<file path="src/common/rct_consts.vh">
// Constants for the reload/capture timer control block
// Assumes an 8-bit register port and one 20 MHz system clock
`ifndef RCT_CONSTS_VH
`define RCT_CONSTS_VH
// ==========================================
// Register offsets
`define RCT_ADDR_W 8
`define RCT_OFF_CTRL 8'hC8
`define RCT_OFF_MODE 8'hC9
`define RCT_OFF_RCAP_LO 8'hCA
`define RCT_OFF_RCAP_HI 8'hCB
`define RCT_OFF_CNT_LO 8'hCC
`define RCT_OFF_CNT_HI 8'hCD
`define RCT_OFF_IRQ_STAT 8'hD0
`define RCT_OFF_IRQ_MASK 8'hD1
// ==========================================
// Control register fields
`define RCT_CTRL_OVF 7
`define RCT_CTRL_EXT 6
`define RCT_CTRL_RBAUD 5
`define RCT_CTRL_TBAUD 4
`define RCT_CTRL_TRIGEN 3
`define RCT_CTRL_RUN 2
`define RCT_CTRL_SRC 1
`define RCT_CTRL_CAP 0
`define RCT_CTRL_RST 8'h00
// ==========================================
// Mode register fields
`define RCT_MODE_OE 1
`define RCT_MODE_UPDN 0
`define RCT_MODE_RST 2'h0
`define RCT_MODE_RSVD_RD 6'h00
// ==========================================
// Interrupt status bits
`define RCT_IRQ_OVF 0
`define RCT_IRQ_EXT 1
`define RCT_IRQ_W 2
// ==========================================
// Timing
`define RCT_CLK_HZ 20000000
`define RCT_TIMER_DIV 6
`define RCT_DIV_LAST 3'h5
`define RCT_CNT_MAX 16'hFFFF
`endif

</file>
<file path="src/verilog/rct_edge.v">
// Edge and level conditioner for a synchronous input pin
// Assumes the pin is already synchronous to the clock
`timescale 1ns/1ps
module rct_edge (
  input wire clk,
  input wire rst,
  input wire pin_in,
  output reg level_r,
  output wire fall,
  output wire rise
);
  reg prev_r;
  // ==========================================
  // Delay one cycle and compare
  always @(posedge clk) begin
    if (rst) begin
      prev_r <= 1'b1;
      level_r <= 1'b1;
    end else begin
      prev_r <= pin_in;
      level_r <= pin_in;
    end
  end
  assign fall = prev_r & ~pin_in;
  assign rise = ~prev_r & pin_in;
endmodule // rct_edge

</file>
<file path="src/verilog/rct_timer.v">
// Reload/capture 16-bit timer with control, mode and interrupt registers
// Assumes an 8-bit register port, synchronous pins and a single clock
// Contract
// [RQ1] Enabled falling trigger edge causing capture or reload sets the external event flag.
// [RQ2] Set external event flag requests the timer interrupt when enabled.
// [RQ3] External event flag is only cleared by software writing zero.
// [RQ4] Source select low counts divided system clock; high counts count pin edges.
// [RQ5] Output enable drives count pin as generated clock; else pin is input.
// [RQ6] Mode bits 7..2 reserved; software must not write ones.
// [RQ7] Control register resets to zero; each bit individually writable.
// [RQ8] Mode output enable and up/down bits reset to zero; byte access only.
// [RQ9] Up/down enabled in reload mode: trigger pin high counts up, low down.
// [RQ10] Up overflow past FFFFh sets overflow flag, interrupts, loads reload value. Code: no flag while mode output enable set; 0000h loaded in capture mode.
// [RQ11] Down underflow at count equal reload sets overflow flag, loads FFFFh. Code sets no flag while mode output enable is set.
// [RQ12] Run bit enables counting of the low byte; clear stops counting. Code gates all 16 count bits.
// [RQ13] Capture select copies count on trigger edge; else reload; baud bits override.
// [RQ14] Overflow flag set only when no baud source bit is set.
`timescale 1ns/1ps
`include "rct_consts.vh"
module rct_timer (
  input wire CLK_SYS,
  input wire SYS_RST,
  input wire [7:0] REG_ADDR,
  input wire [7:0] REG_WDATA,
  input wire REG_WR,
  input wire REG_RD,
  output reg [7:0] REG_RDATA,
  input wire COUNT_CLOCK_PIN_IN,
  output reg COUNT_CLOCK_PIN_OUT,
  output wire COUNT_CLOCK_PIN_OE,
  input wire EXTERNAL_TRIGGER_PIN,
  output wire BAUD_TICK,
  output wire RX_BAUD_SEL,
  output wire TX_BAUD_SEL,
  output wire IRQ
);
  // ==========================================
  // Registers
  reg [7:0] ctrl_r;
  reg [7:0] ctrl_nxt;
  reg [1:0] mode_r;
  reg [15:0] cnt_r;
  reg [15:0] cnt_nxt;
  reg [15:0] rcap_r;
  reg [15:0] rcap_nxt;
  reg [2:0] div_r;
  reg [`RCT_IRQ_W-1:0] stat_r;
  wire [`RCT_IRQ_W-1:0] stat_nxt;
  wire [`RCT_IRQ_W-1:0] stat_set;
  wire stat_clr_wr;
  reg [`RCT_IRQ_W-1:0] mask_r;
  reg clk_out_r;
  wire trig_level;
  wire trig_fall;
  wire pin_rise;
  wire pin_fall_unused;
  wire baud_mode;
  wire updn_mode;
  wire tick;
  wire up_wrap;
  wire dn_wrap;
  wire wrap;
  wire trig_act;
  wire do_capture;
  wire do_trig_reload;
  wire ovf_set;
  wire ext_set;
  wire wr_ctrl;
  wire wr_mode;
  // ==========================================
  // Pin conditioning
  rct_edge u_trig (
    .clk(CLK_SYS),
    .rst(SYS_RST),
    .pin_in(EXTERNAL_TRIGGER_PIN),
    .level_r(trig_level),
    .fall(trig_fall),
    .rise()
  );
  rct_edge u_cpin (
    .clk(CLK_SYS),
    .rst(SYS_RST),
    .pin_in(COUNT_CLOCK_PIN_IN),
    .level_r(pin_fall_unused),
    .fall(),
    .rise(pin_rise)
  );
  // ==========================================
  // Mode decode
  assign wr_ctrl = REG_WR & (REG_ADDR == `RCT_OFF_CTRL);
  assign wr_mode = REG_WR & (REG_ADDR == `RCT_OFF_MODE);
  assign baud_mode = ctrl_r[`RCT_CTRL_RBAUD] | ctrl_r[`RCT_CTRL_TBAUD];
  assign updn_mode = mode_r[`RCT_MODE_UPDN] & ~ctrl_r[`RCT_CTRL_CAP] & ~baud_mode; // RQ9
  // ==========================================
  // Count source
  always @(posedge CLK_SYS) begin
    if (SYS_RST) begin
      div_r <= 3'h0;
    end else if (div_r == `RCT_DIV_LAST) begin
      div_r <= 3'h0;
    end else begin
      div_r <= div_r + 3'h1;
    end
  end
  assign tick = ctrl_r[`RCT_CTRL_RUN] & // RQ12
    (ctrl_r[`RCT_CTRL_SRC] ? pin_rise : (div_r == 3'h0)); // RQ4
  // ==========================================
  // Wrap detection
  assign up_wrap = tick & (~updn_mode | trig_level) & (cnt_r == `RCT_CNT_MAX); // RQ10
  assign dn_wrap = tick & updn_mode & ~trig_level & (cnt_r == rcap_r); // RQ11
  assign wrap = up_wrap | dn_wrap;
  assign trig_act = trig_fall & ctrl_r[`RCT_CTRL_TRIGEN] & ~updn_mode;
  assign do_capture = trig_act & ctrl_r[`RCT_CTRL_CAP] & ~baud_mode; // RQ13
  assign do_trig_reload = trig_act & (~ctrl_r[`RCT_CTRL_CAP] | baud_mode); // RQ13
  assign ovf_set = wrap & ~baud_mode & ~mode_r[`RCT_MODE_OE]; // RQ14
  assign ext_set = do_capture | do_trig_reload; // RQ1
  assign BAUD_TICK = wrap & baud_mode;
  assign RX_BAUD_SEL = ctrl_r[`RCT_CTRL_RBAUD];
  assign TX_BAUD_SEL = ctrl_r[`RCT_CTRL_TBAUD];
  // ==========================================
  // Counter and reload/capture next state
  always @* begin
    cnt_nxt = cnt_r;
    rcap_nxt = rcap_r;
    if (up_wrap) begin
      cnt_nxt = ctrl_r[`RCT_CTRL_CAP] & ~baud_mode ? 16'h0000 : rcap_r; // RQ10
    end else if (dn_wrap) begin
      cnt_nxt = `RCT_CNT_MAX; // RQ11
    end else if (tick) begin
      cnt_nxt = (updn_mode & ~trig_level) ? cnt_r - 16'h0001 : cnt_r + 16'h0001; // RQ9
    end
    if (do_trig_reload) begin
      cnt_nxt = rcap_r; // RQ13
    end
    if (do_capture) begin
      rcap_nxt = cnt_r; // RQ13
    end
    if (REG_WR && REG_ADDR == `RCT_OFF_CNT_LO) begin
      cnt_nxt[7:0] = REG_WDATA;
    end
    if (REG_WR && REG_ADDR == `RCT_OFF_CNT_HI) begin
      cnt_nxt[15:8] = REG_WDATA;
    end
    if (REG_WR && REG_ADDR == `RCT_OFF_RCAP_LO) begin
      rcap_nxt[7:0] = REG_WDATA;
    end
    if (REG_WR && REG_ADDR == `RCT_OFF_RCAP_HI) begin
      rcap_nxt[15:8] = REG_WDATA;
    end
  end
  // ==========================================
  // Control register with hardware-set flags
  always @* begin
    ctrl_nxt = ctrl_r;
    if (wr_ctrl) begin
      ctrl_nxt = REG_WDATA; // RQ7
    end
    if (ovf_set) begin
      ctrl_nxt[`RCT_CTRL_OVF] = 1'b1;
    end
    if (ext_set) begin
      ctrl_nxt[`RCT_CTRL_EXT] = 1'b1; // RQ3
    end
  end
  // ==========================================
  // Interrupt status and mask
  assign stat_clr_wr = REG_WR & (REG_ADDR == `RCT_OFF_IRQ_STAT);
  assign stat_set[`RCT_IRQ_OVF] = ovf_set;
  assign stat_set[`RCT_IRQ_EXT] = ext_set;
  // Set wins over a clear in the same cycle
  genvar gi;
  generate
    for (gi = 0; gi < `RCT_IRQ_W; gi = gi + 1) begin : g_stat
      assign stat_nxt[gi] = stat_set[gi] | (stat_r[gi] & ~(stat_clr_wr & REG_WDATA[gi]));
    end
  endgenerate
  assign IRQ = |(mask_r & stat_r) | (mask_r[`RCT_IRQ_EXT] & ctrl_r[`RCT_CTRL_EXT]) |
    (mask_r[`RCT_IRQ_OVF] & ctrl_r[`RCT_CTRL_OVF]); // RQ2
  // ==========================================
  // State registers
  always @(posedge CLK_SYS) begin
    if (SYS_RST) begin
      ctrl_r <= `RCT_CTRL_RST; // RQ7
      mode_r <= `RCT_MODE_RST; // RQ8
      cnt_r <= 16'h0000;
      rcap_r <= 16'h0000;
      stat_r <= 2'h0;
      mask_r <= 2'h0;
      clk_out_r <= 1'b0;
    end else begin
      ctrl_r <= ctrl_nxt;
      cnt_r <= cnt_nxt;
      rcap_r <= rcap_nxt;
      stat_r <= stat_nxt;
      if (wr_mode) begin
        mode_r <= REG_WDATA[1:0]; // RQ8
      end
      if (REG_WR && REG_ADDR == `RCT_OFF_IRQ_MASK) begin
        mask_r <= REG_WDATA[`RCT_IRQ_W-1:0];
      end
      if (!mode_r[`RCT_MODE_OE]) begin
        clk_out_r <= 1'b0;
      end else if (up_wrap) begin
        clk_out_r <= ~clk_out_r;
      end
    end
  end
  // ==========================================
  // Shared count pin
  assign COUNT_CLOCK_PIN_OE = mode_r[`RCT_MODE_OE]; // RQ5
  always @(posedge CLK_SYS) begin
    if (SYS_RST) begin
      COUNT_CLOCK_PIN_OUT <= 1'b0;
    end else begin
      COUNT_CLOCK_PIN_OUT <= clk_out_r;
    end
  end
  // ==========================================
  // Read port
  always @(posedge CLK_SYS) begin
    if (SYS_RST) begin
      REG_RDATA <= 8'h00;
    end else if (REG_RD) begin
      case (REG_ADDR)
        `RCT_OFF_CTRL: REG_RDATA <= ctrl_r;
        `RCT_OFF_MODE: REG_RDATA <= {`RCT_MODE_RSVD_RD, mode_r}; // RQ6
        `RCT_OFF_RCAP_LO: REG_RDATA <= rcap_r[7:0];
        `RCT_OFF_RCAP_HI: REG_RDATA <= rcap_r[15:8];
        `RCT_OFF_CNT_LO: REG_RDATA <= cnt_r[7:0];
        `RCT_OFF_CNT_HI: REG_RDATA <= cnt_r[15:8];
        `RCT_OFF_IRQ_STAT: REG_RDATA <= {6'h00, stat_r};
        `RCT_OFF_IRQ_MASK: REG_RDATA <= {6'h00, mask_r};
        default: REG_RDATA <= 8'h00;
      endcase
    end else begin
      REG_RDATA <= 8'h00;
    end
  end
endmodule // rct_timer

</file>
<file path="config.mk">
export PLATFORM = sky130hd
export DESIGN_NAME = rct_timer
export DESIGN_NICKNAME = d
export VERILOG_FILES = /design/src/verilog/rct_edge.v /design/src/verilog/rct_timer.v
export VERILOG_INCLUDE_DIRS = /design/src /design/src/common
export SDC_FILE = /design/constraint.sdc
export NUM_CORES = 1
export LEC_CHECK = 0
export BUFFER_PORTS_ARGS = -buffer_cell sky130_fd_sc_hd__buf_2
export CAP_MARGIN = 0
export CORE_MARGIN = 1.5
export CORE_UTILIZATION = 55
export DETAILED_ROUTE_END_ITERATION = 12
export GPL_TIMING_DRIVEN = 0
export HOLD_SLACK_MARGIN = 0.12
export PLACE_DENSITY = 0.74
export SLEW_MARGIN = 20
export SYNTH_ARGS = -nofsm -noshare
export SYNTH_HDL_FRONTEND = slang
export SYNTH_SLANG_ARGS = --single-unit
</file>
<file path="constraint.sdc">
create_clock -name CLK_SYS -period 3.5 [get_ports CLK_SYS]
set_input_delay 0.7 -clock CLK_SYS [delete_from_list [all_inputs] [get_ports CLK_SYS]]
set_output_delay 0.7 -clock CLK_SYS [all_outputs]
set_load 0.01 [all_outputs]
</file>
==> results.py <==
metrics = {
    "clock_tree": {
        "cts_max_level": 3,
        "cts_buffers": 9,
        "cts_tree": "done",
        "clk_pin_slew_ns": 0.09,
        "clkLatencyLatePin_ns": 0.37,
        "cts.sinks": 61,
        "clock_path_buffers": 2,
        "root_buffer": "clkbuf_8",
    },
    "timing": {
        "fmax_mhz": 296,
        "hold_viol": 0,
        "clock_skew_ns": 0.0149,
        "fin_crit_sh": 0.967,
        "fin_crit_ns": 3.38,
        "fin_tns_setup_ns": 0,
        "grt_setup_unrepaired": "no",
        "setup_viol": 0,
        "worstMarginPinSlew_ns": 0.928,
        "max-slew-margin-rel": 0.376,
        "setup_slack_ns": 0.116,
        "drv_slew": 0,
    },
    "yosys": {
        "synth_cells": 508,
        "synth-xor-area-share": 0.0593,
        "synth_edf_count": 0,
        "ys_types": 69,
        "yosys.area.top_type_share": 0.295,
        "syn_area_um2": 4140,
        "yosysWarningCount": 0,
        "async_flop_share": 0,
        "syn_area_per_cell_um2": 8.14,
        "synth_ff_type": "dfxtp_1",
        "synth_compound_area_frac": 0.240,
        "synthSimpleGateAreaFrac": 0.239,
        "synth_top_family_by_area": "compound AO/OA/AOI/OAI gates",
        "yosys_register_bits": 61,
        "yosys.area.top_type": "dfxtp_1",
        "synth-adder-area-share": 0.0121,
        "ys_seq_area_frac": 0.295,
        "synthTopCellsByArea": "dfxtp_1 30%, mux2i_1 6.5%, nand2_1 5.0%",
        "synth_nets": 534,
        "synthMuxAreaShare": 0.0926,
    },
    "power_and_ir_drop": {
        "leakage_nw": 1.80,
        "power_density_nw_per_um2": 313,
        "vdd_drop_max_uv": 278,
    },
    "detailed_routing": {
        "drtIter0Drc": 680,
        "post-route-drc-count": 0,
        "drt-total-wl_um": 14500,
        "ant_nets": 0,
        "viasPerCell": 6.85,
        "drtPass1Iterations": 8,
        "wl_per_cell_um": 22.1,
        "vias": 4499,
    },
    "layout": {
        "fin_util": 0.646,
        "nNetsFinal": 579,
        "multiInputGateArea_um2": 2700,
        "fillers": 635,
        "final_common_cell": "dfxtp_1",
        "layout_common_cells": "59 x dfxtp_1, 54 x nand2_1, 42 x nor2_1, 37 x buf_2, 29 x a21oi_1",
        "register_area_um2": 1220,
        "design_area_um2": 4680,
        "antenna_cells": 0,
        "drive_above_1_share": 0.179,
        "area_growth_syn_to_layout_pct": 13.2,
    },
    "worst_hold_path": {
        "hold_depth": 1,
        "hp-class": "reg2reg",
    },
    "critical_path": {
        "worstPathArrival_ns": 3.60,
        "worstSetupEndpointType": "flip-flop",
        "reg2reg_slack_ns": 0.12,
        "crit_type": "reg2reg",
        "cp.required_ns": 3.71,
        "cp_max_fo": 11,
        "cp_cell_sequence": "clkbuf_1 -> inv_1 -> nand2_2 -> xnor2_1 -> ha_1 -> or4_1 -> nor3_2 -> a21oi_1 -> mux2_2 -> o311ai_1 -> a211oi_1",
        "r2r_cells": 11,
        "crit_slowest_cell": "or4_1",
        "worstSetupStartpointType": "flip-flop",
        "max_stage_delay_ns": 0.49,
    },
    "global_route": {
        "grt_max_degree": 13,
        "grt_usage": 0.359,
        "grt_pass1_vias": 4167,
        "antenna_found_initial": 0,
        "gr-total-overflow": 0,
        "grt_pass1_wl_um": 22400,
    },
    "floorplanning": {
        "start_util": 0.570,
        "io-pin-count": 36,
        "dieArea_um2": 8050,
        "die_h_um": 89.7,
        "std_cell_rows": 31,
        "core-area_um2": 7250,
        "die_x_um": 89.7,
    },
    "placed_design": {
        "dpl_cell_area_um2": 4420,
        "pre_cts_slack_ns": -0.276,
        "dpl.hpwl_um": 10400,
        "portBuffers": 31,
        "gp_congestion": 1.02,
    },
    "flow_run": {
        "drv_cap": 0,
    },
    "run_status": {
        "outcome": "completed",
    },
}
-- per-layer routing --
metal | global-route usage | routed length, um
met5 | 0 | 0
met4 | 0.202 | 881
met3 | 0.0795 | 1830
met2 | 0.548 | 6300
met1 | 0.468 | 5540
-- power breakdown --
| part | switching (W) | internal (W) | total, W |
|---|---|---|---|
| Clock | 0.000327 | 0.000332 | 0.000659 |
| Combinational | 0.0000666 | 0.0000350 | 0.000102 |
| Sequential | 0.00000653 | 0.000700 | 0.000706 |
-- path summary, 6_finish.rpt --
check,start,to
worst max-delay path,u_trig.prev_r$_SDFF_PP1_,cnt_r[6]$_SDFFE_PP0P_
worst min-delay path,clk_out_r$_SDFFE_PP0P_,COUNT_CLOCK_PIN_OUT$_SDFF_PP0_
worst max register to register,u_trig.prev_r$_SDFF_PP1_,cnt_r[6]$_SDFFE_PP0P_
worst min register to register,clk_out_r$_SDFFE_PP0P_,COUNT_CLOCK_PIN_OUT$_SDFF_PP0_
-- stage by stage --
stage | std cells | total power, W | hold WS [ns]
6_report | 657 | 0.00147 | 0.481
4_1_cts | 653 | 0.00146 | 0.480
3_5_place_dp | 638 | 0.000818 | 0.474
5_1_grt | 657 | 0.00150 | 0.495
2_1_floorplan | 508 | 0.000776 | 0.446
3_3_place_gp | 638 | 0.000815 | 0.457
-- sequential cells by signal (all words and copies together), names as in the netlist --
name                 count
COUNT_CLOCK_PIN_OUT      1
stat_r                   2
ctrl_r                   8
REG_RDATA                8
cnt_r                   16
clk_out_r                1
mask_r                   2
div_r                    3
u_trig.prev_r            1
rcap_r                  16
mode_r                   2
u_cpin.prev_r            1
-- critical path, delay by kind of cell, from the launching register on --
family	cells	cell delay, ns
simple gates	3	1.03
flops	1	0.31
xor+xnor	1	0.10
compound gates	3	0.58
mux	1	0.29
buf+inv	2	0.64
fa+ha+maj	1	0.25
-- cell type report --
cell class,count,share of cell area
multi-input combinational,395,0.576
tap,99,0.0264
timing repair buffer,35,0.0395
sequential,61,0.261
buffer,44,0.0483
clock inverter,7,0.0160
clock buffer,9,0.0264
inverter,7,0.00561
-- logic make-up after synthesis --
kind of cell             count (synthesis)
adder cells (fa/ha/maj)                  4
XOR/XNOR                                28
multiplexers                            37
flip-flops                              61
AO/OA/AOI/OAI                          136
AND/OR/NAND/NOR                        190
buffers and inverters                   52
-- timing repair --
action | CTS | global route
hold buffers | 0 | 0
gates resized for setup | 7 | 5
endpoints found under the hold margin | 0 | 0
setup endpoints to repair | 5 | 4
setup buffers | 0 | 4
pin swaps | 0 | 1
-- synthesized netlist by cell type, drive strengths merged, types with 4 or more instances --
library cell and n:
nor2 44, nand4 9, a2111oi 6, ha 4
and3 5, a21oi 29, dfxtp 61, or3 4
mux2i 27, or2 4, and2 5, nand3 12
a22o 8, and3b 4, or4 7, a211oi 22
inv 7, nand2 55, o31ai 4, clkbuf 30
xor2 19, a22oi 8, buf 14, xnor2 9
o211ai 4, nor4 10, nor3 12, o21ai 15
a221o 6, mux2 10, a31oi 10
No activity file was read; power rests on OpenSTA's default activity.
